### config.mk
export PLATFORM = sky130hd
export DESIGN_NAME = cfe_filter_ctrl
export DESIGN_NICKNAME = d
export VERILOG_FILES = /design/src/design/cfe_filter_ctrl.v
export VERILOG_INCLUDE_DIRS = /design/src /design/src/design
export SDC_FILE = /design/constraint.sdc
export NUM_CORES = 1
export LEC_CHECK = 0
export BUFFER_PORTS_ARGS = -buffer_cell sky130_fd_sc_hd__buf_2
export CORE_ASPECT_RATIO = 1.1
export CORE_MARGIN = 3
export CORE_UTILIZATION = 42
export CTS_BUF_LIST = sky130_fd_sc_hd__clkbuf_16
export DETAILED_ROUTE_END_ITERATION = 12
export PLACE_DENSITY = 0.77
export SLEW_MARGIN = 5
export SYNTH_ARGS = -nofsm -noshare
export SYNTH_HDL_FRONTEND = slang
export SYNTH_SLANG_ARGS = --single-unit
### constraint.sdc
create_clock -name ref_clk -period 2.75 [get_ports ref_clk]
set_clock_uncertainty 0.1 [all_clocks]
set_input_delay 0.55 -clock ref_clk [delete_from_list [all_inputs] [get_ports ref_clk]]
set_output_delay 0.55 -clock ref_clk [all_outputs]
set_load 0.01 [all_outputs]
### src/design/cfe_map.vh
`ifndef CFE_MAP_VH
`define CFE_MAP_VH

// Register offsets, word index on the register port
`define CFE_OFF_FILT_CTRL   4'hB
`define CFE_OFF_BO_HOLD     4'hC
`define CFE_OFF_RX_ERR      4'hE
`define CFE_OFF_TX_ERR      4'hF
`define CFE_OFF_MODE_CTRL   4'h0
`define CFE_OFF_IRQ_STATUS  4'h1
`define CFE_OFF_IRQ_ENABLE  4'h2
`define CFE_OFF_IRQ_CLEAR   4'h3

// Filter control fields
`define CFE_LAYOUT_HI       5
`define CFE_LAYOUT_LO       4
`define CFE_HIT_HI          2
`define CFE_HIT_LO          0

// Filter layouts
`define CFE_LAYOUT_32       2'h0
`define CFE_LAYOUT_16       2'h1
`define CFE_LAYOUT_8        2'h2
`define CFE_LAYOUT_CLOSED   2'h3

// Mode control bits
`define CFE_MODE_INIT_REQUEST     0
`define CFE_MODE_SLEEP_REQUEST      1
`define CFE_MODE_BUSOFF_USER_RECOVERY_MODE       2

// Interrupt status bits
`define CFE_IRQ_ACCEPT      0
`define CFE_IRQ_DROP        1
`define CFE_IRQ_BUSOFF      2

// Reset values
`define CFE_RST_LAYOUT      2'h0
`define CFE_RST_HIT         3'h0
`define CFE_RST_COUNT       8'h00

`endif

### src/design/cfe_filter_ctrl.v
`timescale 1ns/1ps
`include "cfe_map.vh"

module cfe_filter_ctrl (
   // Clock and reset
   input  wire        ref_clk,
   input  wire        resetn,
   // Register port
   input  wire [3:0]  reg_addr,
   input  wire [15:0] reg_wdata,
   input  wire        reg_wr,
   input  wire        reg_rd,
   output reg  [15:0] reg_rdata,
   // Received message from the protocol engine
   input  wire        rx_msg_valid,
   input  wire        rx_msg_ext,
   input  wire [31:0] rx_msg_id,
   // Acceptance code and mask banks, byte k of each in bits 8k+7..8k
   input  wire [63:0] acceptance_code_bits,
   input  wire [63:0] acceptance_mask_bits,
   // Protocol engine status
   input  wire        init_acknowledge,
   input  wire        sleep_acknowledge,
   input  wire        busoff_entry,
   input  wire [7:0]  rx_error_count,
   input  wire [7:0]  tx_error_count,
   // Controls to the protocol engine
   output reg         init_request,
   output reg         sleep_request,
   output reg         busoff_recovery_req,
   output reg         rx_foreground_load,
   output reg  [31:0] rx_foreground_id,
   output reg         irq
);

   // Stored fields
   reg  [1:0]  layout_ff;
   reg  [2:0]  hit_ff;
   reg         hold_ff;
   reg         busoff_user_recovery_mode_ff;
   reg  [2:0]  irq_sts_ff;
   reg  [2:0]  irq_en_ff;
   reg  [7:0]  rx_error_count_ff;
   reg  [7:0]  tx_error_count_ff;

   // Next values and search results
   reg         nxt_accept;
   reg  [2:0]  nxt_hit;
   reg         found;
   reg  [7:0]  filt_vec;
   reg  [2:0]  ev;
   reg  [2:0]  nxt_sts;
   reg  [15:0] nxt_rdata;
   integer     i;

   // Decoded strobes and conditions
   wire        in_init;
   wire        wr_ctrl;
   wire        wr_hold;
   wire        wr_mode;
   wire        wr_irqen;
   wire        wr_irqcl;
   wire        hold_set;
   wire        hold_clr;
   wire        rx_drop;

   // Masked compare of one identifier byte
   function byte_hit;
      input [7:0] id_b;
      input [7:0] code_b;
      input [7:0] mask_b;
      begin
         byte_hit = &((~(id_b ^ code_b)) | mask_b);
      end
   endfunction

   // Identifier byte k of the message, byte 0 most significant
   function [7:0] id_byte;
      input [31:0] id;
      input [1:0]  k;
      begin
         id_byte = id[31 - 8 * k -: 8];
      end
   endfunction

   // One 32-bit filter; standard ids compare only the first two bytes
   function match32;
      input [31:0] id;
      input        ext;
      input [31:0] code;
      input [31:0] mask;
      begin
         match32 = byte_hit(id_byte(id, 2'h0), code[7:0], mask[7:0]) &
                   byte_hit(id_byte(id, 2'h1), code[15:8], mask[15:8]) &
                   (~ext |
                    (byte_hit(id_byte(id, 2'h2), code[23:16], mask[23:16]) &
                     byte_hit(id_byte(id, 2'h3), code[31:24], mask[31:24])));
      end
   endfunction

   // One 16-bit filter; the first two identifier bytes only
   function match16;
      input [31:0] id;
      input [15:0] code;
      input [15:0] mask;
      begin
         match16 = byte_hit(id_byte(id, 2'h0), code[7:0], mask[7:0]) &
                   byte_hit(id_byte(id, 2'h1), code[15:8], mask[15:8]);
      end
   endfunction

   // Lowest numbered set flag, with bit 3 telling whether any is set
   function [3:0] lowest_set;
      input [7:0] flags;
      integer     n;
      begin
         lowest_set = 4'h0;
         for (n = 7; n >= 0; n = n - 1) begin
            if (flags[n]) begin
               lowest_set = {1'b1, n[2:0]};
            end
         end
      end
   endfunction

   // Write strobe aimed at one register word
   function wr_at;
      input       wr;
      input [3:0] addr;
      input [3:0] target;
      begin
         wr_at = wr & (addr == target);
      end
   endfunction

   assign in_init  = init_request & init_acknowledge;
   assign wr_ctrl  = wr_at(reg_wr, reg_addr, `CFE_OFF_FILT_CTRL);
   assign wr_hold  = wr_at(reg_wr, reg_addr, `CFE_OFF_BO_HOLD);
   assign wr_mode  = wr_at(reg_wr, reg_addr, `CFE_OFF_MODE_CTRL);
   assign wr_irqen = wr_at(reg_wr, reg_addr, `CFE_OFF_IRQ_ENABLE);
   assign wr_irqcl = wr_at(reg_wr, reg_addr, `CFE_OFF_IRQ_CLEAR);

   // Filter search; several filters may match, the lowest number wins
   always @* begin
      filt_vec = 8'h00;
      case (layout_ff)
         `CFE_LAYOUT_32: begin
            for (i = 0; i < 2; i = i + 1) begin
               filt_vec[i] = match32(rx_msg_id, rx_msg_ext,
                                     acceptance_code_bits[32*i +: 32],
                                     acceptance_mask_bits[32*i +: 32]);
            end
         end
         `CFE_LAYOUT_16: begin
            for (i = 0; i < 4; i = i + 1) begin
               filt_vec[i] = match16(rx_msg_id,
                                     acceptance_code_bits[16*i +: 16],
                                     acceptance_mask_bits[16*i +: 16]);
            end
         end
         `CFE_LAYOUT_8: begin
            for (i = 0; i < 8; i = i + 1) begin
               filt_vec[i] = byte_hit(id_byte(rx_msg_id, 2'h0),
                                      acceptance_code_bits[8*i +: 8],
                                      acceptance_mask_bits[8*i +: 8]);
            end
         end
         default: filt_vec = 8'h00;
      endcase
      {found, nxt_hit} = lowest_set(filt_vec);
      nxt_accept       = found & rx_msg_valid;
   end

   // Layout field; hit and reserved bits are never stored from the bus
   always @(posedge ref_clk or negedge resetn) begin
      if (!resetn) begin
         layout_ff <= `CFE_RST_LAYOUT;
      end else if (wr_ctrl && in_init) begin
         layout_ff <= reg_wdata[`CFE_LAYOUT_HI:`CFE_LAYOUT_LO];
      end
   end

   // Hit index follows the foreground buffer, never the background one
   always @(posedge ref_clk or negedge resetn) begin
      if (!resetn) begin
         hit_ff <= `CFE_RST_HIT;
      end else if (nxt_accept) begin
         hit_ff <= nxt_hit;
      end
   end

   // Foreground buffer load; rejected messages never reach it
   always @(posedge ref_clk or negedge resetn) begin
      if (!resetn) begin
         rx_foreground_load <= 1'b0;
      end else begin
         rx_foreground_load <= nxt_accept;
      end
   end

   // Identifier kept until the next accepted message replaces it
   always @(posedge ref_clk or negedge resetn) begin
      if (!resetn) begin
         rx_foreground_id <= 32'h00000000;
      end else if (nxt_accept) begin
         rx_foreground_id <= rx_msg_id;
      end
   end

   // Mode control bits
   always @(posedge ref_clk or negedge resetn) begin
      if (!resetn) begin
         init_request  <= 1'b0;
         sleep_request <= 1'b0;
         busoff_user_recovery_mode_ff       <= 1'b0;
      end else if (wr_mode) begin
         init_request  <= reg_wdata[`CFE_MODE_INIT_REQUEST];
         sleep_request <= reg_wdata[`CFE_MODE_SLEEP_REQUEST];
         busoff_user_recovery_mode_ff       <= reg_wdata[`CFE_MODE_BUSOFF_USER_RECOVERY_MODE];
      end
   end

   // Set wins over a clear in the same cycle
   assign hold_set = busoff_entry & busoff_user_recovery_mode_ff;
   assign hold_clr = wr_hold & reg_wdata[0] & hold_ff;

   always @(posedge ref_clk or negedge resetn) begin
      if (!resetn) begin
         hold_ff <= 1'b0;
      end else if (hold_set) begin
         hold_ff <= 1'b1;
      end else if (hold_clr) begin
         hold_ff <= 1'b0;
      end
   end

   // Recovery is asked for only by a clear that takes effect
   always @(posedge ref_clk or negedge resetn) begin
      if (!resetn) begin
         busoff_recovery_req <= 1'b0;
      end else begin
         busoff_recovery_req <= hold_clr & ~hold_set;
      end
   end

   // Counters are copied every cycle, so a read while the engine counts
   // may see a value that is one cycle old
   always @(posedge ref_clk or negedge resetn) begin
      if (!resetn) begin
         rx_error_count_ff <= `CFE_RST_COUNT;
      end else begin
         rx_error_count_ff <= rx_error_count;
      end
   end

   always @(posedge ref_clk or negedge resetn) begin
      if (!resetn) begin
         tx_error_count_ff <= `CFE_RST_COUNT;
      end else begin
         tx_error_count_ff <= tx_error_count;
      end
   end

   assign rx_drop = rx_msg_valid & ~nxt_accept;

   // Events of this cycle; a clear in the same cycle never hides one
   always @* begin
      ev                  = 3'h0;
      ev[`CFE_IRQ_ACCEPT] = nxt_accept;
      ev[`CFE_IRQ_DROP]   = rx_drop;
      ev[`CFE_IRQ_BUSOFF] = busoff_entry;
      nxt_sts             = irq_sts_ff | ev;
      if (wr_irqcl) begin
         nxt_sts = (irq_sts_ff & ~reg_wdata[2:0]) | ev;
      end
   end

   // Interrupt enable, written whole
   always @(posedge ref_clk or negedge resetn) begin
      if (!resetn) begin
         irq_en_ff <= 3'h0;
      end else if (wr_irqen) begin
         irq_en_ff <= reg_wdata[2:0];
      end
   end

   // Level interrupt from the next status, so a clear drops it at once
   always @(posedge ref_clk or negedge resetn) begin
      if (!resetn) begin
         irq_sts_ff <= 3'h0;
         irq        <= 1'b0;
      end else begin
         irq_sts_ff <= nxt_sts;
         irq        <= |(nxt_sts & irq_en_ff);
      end
   end

   // Read data stand in the cycle after the strobe and are zero otherwise
   always @* begin
      nxt_rdata = 16'h0000;
      if (reg_rd) begin
         case (reg_addr)
            `CFE_OFF_FILT_CTRL:
               nxt_rdata = {10'h000, layout_ff, 1'b0, hit_ff};
            `CFE_OFF_BO_HOLD:
               nxt_rdata = {15'h0000, hold_ff};
            `CFE_OFF_RX_ERR:
               nxt_rdata = {8'h00, rx_error_count_ff};
            `CFE_OFF_TX_ERR:
               nxt_rdata = {8'h00, tx_error_count_ff};
            `CFE_OFF_MODE_CTRL:
               nxt_rdata = {11'h000, sleep_acknowledge, init_acknowledge,
                            busoff_user_recovery_mode_ff, sleep_request, init_request};
            `CFE_OFF_IRQ_STATUS:
               nxt_rdata = {13'h0000, irq_sts_ff};
            `CFE_OFF_IRQ_ENABLE:
               nxt_rdata = {13'h0000, irq_en_ff};
            default:
               nxt_rdata = 16'h0000;
         endcase
      end
   end

   always @(posedge ref_clk or negedge resetn) begin
      if (!resetn) begin
         reg_rdata <= 16'h0000;
      end else begin
         reg_rdata <= nxt_rdata;
      end
   end

endmodule

==> results of run 1 <==
power groups by stage:
stage          logic [mW]  registers, mW  clock network [mW]
3_5_place_dp         1.68           1.56                   0
4_1_cts              1.69           1.56                1.32
5_1_grt              1.83           1.60                1.36
2_1_floorplan       0.840           1.66                   0
3_3_place_gp         1.65           1.56                   0
6_report             1.71           1.56                1.29
cells in the mapped netlist (2+ instances only):
master	n	area share (%)
buf_6	8	1.7
nand4_1	3	0.36
xnor2_1	123	21
nor4_2	2	0.48
a21oi_1	11	1.1
nor2_1	24	1.7
inv_1	9	0.65
ha_1	4	0.97
nand2_1	22	1.6
o22a_1	4	0.68
nand3_1	8	0.77
dfrtp_1	74	36
o22ai_1	53	6.4
o21ai_0	11	1.1
xor2_1	6	1.0
mux2i_1	6	1.2
a22oi_1	5	0.72
buf_4	12	1.7
mux2_4	28	8.1
and2_1	2	0.24
nor4_1	9	1.1
nor3_1	4	0.39
a21o_1	2	0.29
o211ai_1	2	0.29
buf_12	3	1.2
buf_2	5	0.48
mux2_2	11	2.4
clkbuf_1	5	0.36
a211oi_1	2	0.29
a221oi_1	3	0.51
final cells by class:
type / count / share of cell area (%)
Multi-Input combinational cell: 380 / 42.7
Clock inverter: 7 / 1.29
Inverter: 9 / 0.464
Timing Repair Buffer: 307 / 24.5
Tap cell: 150 / 2.58
Sequential cell: 74 / 25.5
Clock buffer: 9 / 3.10
per-layer routing:
metal	share of wire [%]	up-vias	global-route usage, %
met5	0	-	0
met4	3.1	0	10.7
li1	-	2321	-
met1	39	2444	31.3
met2	50	265	46.7
met3	7.7	44	6.95
cell families (layout without fill, tap and decap cells):
kind of cell	count (synthesis)	after routing	synth area share, %
compound gates	110	110	15.2
xor+xnor	129	129	21.8
fa+ha+maj	4	4	0.965
buf+inv	43	332	6.20
flops	74	74	35.7
mux	46	46	11.9
other cells	1	8	0.0723
simple gates	83	83	8.20
worst max path at each step:
stage | from | to | slack (ns)
6_report | layout_ff[0] | irq | 0.06
5_1_grt | layout_ff[0] | irq | -0.02
4_1_cts | rx_msg_id[27] | rx_foreground_id[4] | 0.02
3_5_place_dp | rx_msg_id[26] | rx_foreground_id[4] | -0.44
3_3_place_gp | rx_msg_id[26] | rx_foreground_id[2] | -0.42
2_1_floorplan | rx_msg_id[25] | rx_foreground_id[10] | 0.05
state kept, by name (all words and copies together) (netlist names):
signal,count
busoff_recovery_req,1
hold_ff,1
irq_sts_ff,3
tx_error_count_ff,8
hit_ff,3
layout_ff,2
rx_foreground_load,1
irq,1
busoff_user_recovery_mode_ff,1
reg_rdata,8
rx_error_count_ff,8
sleep_request,1
irq_en_ff,3
rx_foreground_id,32
init_request,1
metrics by stage:
stage | utilization, % | setup TNS, ns | cell area, µm²
2_1_floorplan | - | 0 | 5210
3_3_place_gp | 58.5 | -12.92 | 6870
3_5_place_dp | 58.5 | -13.50 | 6870
4_1_cts | 61.5 | 0 | 7230
5_1_grt | 61.9 | -0.0797 | 7270
6_report | 61.9 | 0 | 7270
timing repair:
item | 4_1_cts | 5_1_grt
setup endpoints to repair | 34 | 34
buffers inserted | 0 | 1
gates cloned | 0 | 0
pin swaps | 2 | 2
hold buffers | 0 | 0
resized for setup | 10 | 11
==> impl_metrics.toml, run 1 <==
[run_status]
outcome = "finished clean"

[detailed_routing]
wire_per_inst_um = 19.9
viasPerCell = 5.42
drcViolationCount = 0
dr.pass1.iters = 5
antenna_left = 0
vias = 5074
drtIter0Drc = 354
wirelength_um = 18600

[worst_hold_path]
worstHoldStart = "tx_error_count[5]"
worst_hold_path.num_cells = 1
hold_path_end = "tx_error_count_ff[5]"
hold_path_class = "in -> reg"

[pwr]
swShare_pct = 31.8
clockPowerShare_pct = 28.3
p_leak_nw = 3.42
powerDensity_nw_per_um2 = 627
intPower_mw = 3.11
power_frac_comb_pct = 37.4
power_frac_seq_pct = 34.3
power_mw = 4.56
p_sw_mw = 1.45
worst_ir_drop_vdd_mv = 0.464

[timing]
layout_setup_ws_ns = 0.0565
finalCriticalPeriod_ns = 2.69
hold_viol_final = 0
relSlewSlack_pct = 37.3
max_freq_mhz = 371
rsz0062_at_grt = "true"
hold_ws_ns = 0.199
fin_crit_sh_pct = 97.9
slew_viol_final = 0
finalSetupViolCount = 0
tightest_slew_ns = 0.940

[synthesis]
async_flop_share_pct = 100
synth_seq_cells = 74
yosysSeqAreaShare_pct = 35.7
syn_area_um2 = 5180
ys.flop_type = "dfrtp_1"
synthDistinctLibCells = 59
synth-edff-count = 0
netlist_instances = 490
ys_warn_count = 0
syn_area_per_cell_um2 = 10.6

[worst_setup_path]
crit_required_ns = 2.88
worstPathArrival_ns = 2.82
path_buf_inv = 1
endpoint_kind = "register"
crit_path_start_kind = "register"
r2r_setup_slack_ns = 0.06
max_stage_delay_ns = 0.41
cpMaxStageDelayCell = "dfrtp_1"
crit_family = "compound AO/OA/AOI/OAI gates"
reg2reg_depth = 10
path_cells = "inv_2, ha_4, and2_1, o21ai_1, and4b_1, o2bb2ai_4, nand2b_4, a211oi_4, mux2_4, a221o_1"
worst-setup-path-type = "reg -> reg"
timing.rr.start = "layout_ff[0]"
worstReg2RegEnd = "irq"
path_max_fanout = 3
cp.depth = 10

[cells_and_area]
drive_gt1_share_pct = 48.7
final_cells = 936
final_cell_mix = "buf_2 (230), xnor2_1 (123), dfrtp_1 (74)"
multi_input_area_um2 = 3100
antenna_cells = 0
mostFrequentLayoutCell = "buf_2"
layout.nets = 990
fillers = 955
regArea_um2 = 1850
area_delta_synth_final_pct = 40.3

[floorplan]
initial_core_util_pct = 44.1
die_x_um = 112
ios = 258
coreArea_um2 = 11700
dieHeight_um = 123
die-area_um2 = 13700
rows = 41

[placed_design]
dpl.cell_count = 919
hpwl_um = 15100
gp_congestion = 0.943
dpl_worst_slack_ns = -0.436
port_buffers = 238

[clock_network]
cts_made_buffers = 9
clockBufferDepth = 2
insertion_delay_ns = 0.35
cts_tree = "yes"
cts.sinks = 74
cts_root_buf = "clkbuf_16"
htree_levels = 3
cts.clk_slew.worst_paths_ns = 0.07

[run]
drv_cap = 0

[global_route]
grt_usage_pct = 26.7
grt_pass1_wl_um = 28300
antenna_found_initial = 0
grt_overflow = 0
grt_max_degree = 75
grt_pass1_vias = 5356
No activity file was read; power rests on OpenSTA's default activity.
==> run 2: changes to the inputs <==
--- a/config.mk
+++ b/config.mk
@@ -10,8 +10,8 @@
 export CORE_ASPECT_RATIO = 1.1
 export CORE_MARGIN = 3
 export CORE_UTILIZATION = 42
-export CTS_BUF_LIST = sky130_fd_sc_hd__clkbuf_16
 export DETAILED_ROUTE_END_ITERATION = 12
+export GPL_ROUTABILITY_DRIVEN = 1
 export PLACE_DENSITY = 0.77
 export SLEW_MARGIN = 5
 export SYNTH_ARGS = -nofsm -noshare
==> run 2 against run 1 <==
Wire length shrank 0.16%. Sequential share of layout area is the same. Via count shrank 0.59%. Global-route usage is the same. Cell area is the same. Non-clock buffer count is the same.
==> impl_metrics.toml, run 2 (synthesis gave the netlist of run 1 again) <==
[timing]
slew_viol_final = 0
fin_crit_sh_pct = 98.0
tightest_slew_ns = 0.939
rsz0062_at_grt = "true"
tns_ns = 0
layout_setup_ws_ns = 0.0549
max_freq_mhz = 371
hold_ws_ns = 0.200
finalSetupViolCount = 0
hold_viol_final = 0
finalCriticalPeriod_ns = 2.70
relSlewSlack_pct = 37.4

[placed_design]
dpl_worst_slack_ns = -0.436
port_buffers = 238
dpl.cell_count = 919
gp_congestion = 0.943
hpwl_um = 15100
place_area_um2 = 6870

[cells_and_area]
mostFrequentLayoutCell = "buf_2"
area_delta_synth_final_pct = 40.3
largest_register_ffs = 32
final_cell_mix = "buf_2 (230), xnor2_1 (123), dfrtp_1 (74)"
final_cells = 936
utilization_pct = 61.9
drive_gt1_share_pct = 48.7
layout.nets = 990
finish.instance_area_um2 = 7270
regMostFlops = "rx_foreground_id"
antenna_cells = 0

[global_route]
grt_max_degree = 75
grtUsageMet1_pct = 31.3
grt_busiest_layer = "met2"
met2_usage_pct = 46.7
grtUsageMet3_pct = 6.95
grt_pass1_vias = 5351
grt_overflow = 0
antenna_found_initial = 0
grt_usage_pct = 26.7
grt_pass1_wl_um = 28200

[floorplan]
coreArea_um2 = 11700
dieHeight_um = 123
rows = 41
die-area_um2 = 13700
initial_core_util_pct = 44.1
ios = 258
die_x_um = 112

[clock_network]
htree_levels = 3
cts_made_buffers = 9
insertion_delay_ns = 0.35
cts_root_buf = "clkbuf_16"
clockBufferDepth = 2
cts_tree = "yes"
cts.clk_slew.worst_paths_ns = 0.07
cts.sinks = 74
ctsHoldBuffers = 0

[worst_setup_path]
path_max_fanout = 3
crit_required_ns = 2.87
crit_path_start_kind = "register"
endpoint_kind = "register"
worst-setup-path-type = "reg -> reg"
worstPathArrival_ns = 2.82

[run]
drv_cap = 0

[detailed_routing]
drcViolationCount = 0
antenna_left = 0
wirelength_um = 18600
wire_per_inst_um = 19.9
viasPerCell = 5.39
dr.pass1.iters = 4
vias = 5044
drtIter0Drc = 387

[pwr]
powerDensity_nw_per_um2 = 627
p_leak_nw = 3.41
worst_ir_drop_vdd_mv = 0.464
power_mw = 4.56

[worst_hold_path]
hold_path_class = "in -> reg"

[run_status]
outcome = "finished clean"
run 2: cell types whose count changed in the layout (fill, tap and decap cells not counted), sizes merged:
cell and delta:
clkbuf +1, inv -1
run 2: power by group:
part / total, mW / switching (mW) / leakage [nW] / internal [mW]
clock: 1.29 / 0.496 / 0.153 / 0.798
combinational: 1.70 / 0.771 / 2.34 / 0.933
sequential: 1.57 / 0.182 / 0.918 / 1.38
total: 4.56 / 1.45 / 3.41 / 3.11
run 2: per-layer routing:
| layer | routed length, µm | up-vias | share of wire, % |
|---|---|---|---|
| met4 | 432 | 0 | 2.3 |
| met1 | 7100 | 2426 | 38 |
| met3 | 1600 | 31 | 8.6 |
| met5 | 0 | - | 0 |
| met2 | 9450 | 266 | 51 |
| li1 | - | 2321 | - |
run 2: area by class of cell:
class / instances / area [µm²]
flip-flops and latches: 74 / 1850
clock inverters: 6 / 90.1
repair buffers: 307 / 1780
fillers: 955 / 4470
well taps: 150 / 188
clock buffers: 10 / 229
inverters: 9 / 33.8
multi-input cells: 380 / 3100
run 2: worst paths after layout:
path / from / endpoint / slack, ns / cells after the start
max: layout_ff[0] / irq / 0.05 / 10
min: tx_error_count[5] / tx_error_count_ff[5] / 0.20 / 1
max reg2reg: layout_ff[0] / irq / 0.05 / 10
min reg2reg: rx_error_count_ff[5] / reg_rdata[5] / 0.40 / 2
max in group asynchronous: resetn / tx_error_count_ff[3] / 1.70 / 1
min in group asynchronous: resetn / irq / 0.25 / 1
run 2: timing repair:
| action | 4_1_cts | 5_1_grt |
|---|---|---|
| pin swaps | 2 | 2 |
| setup endpoints to repair | 34 | 34 |
| resized for setup | 10 | 11 |
| buffers inserted | 0 | 1 |
run 2: worst max-delay path, stage by stage, from the launching register on:
cell and delay (ns):
dfrtp_1 0.41, inv_2 0.12, ha_4 0.21, and2_1 0.15, o21ai_1 0.09, and4b_1 0.24, o2bb2ai_4 0.12, nand2b_4 0.15
a211oi_4 0.34, mux2_4 0.33, a221o_1 0.30
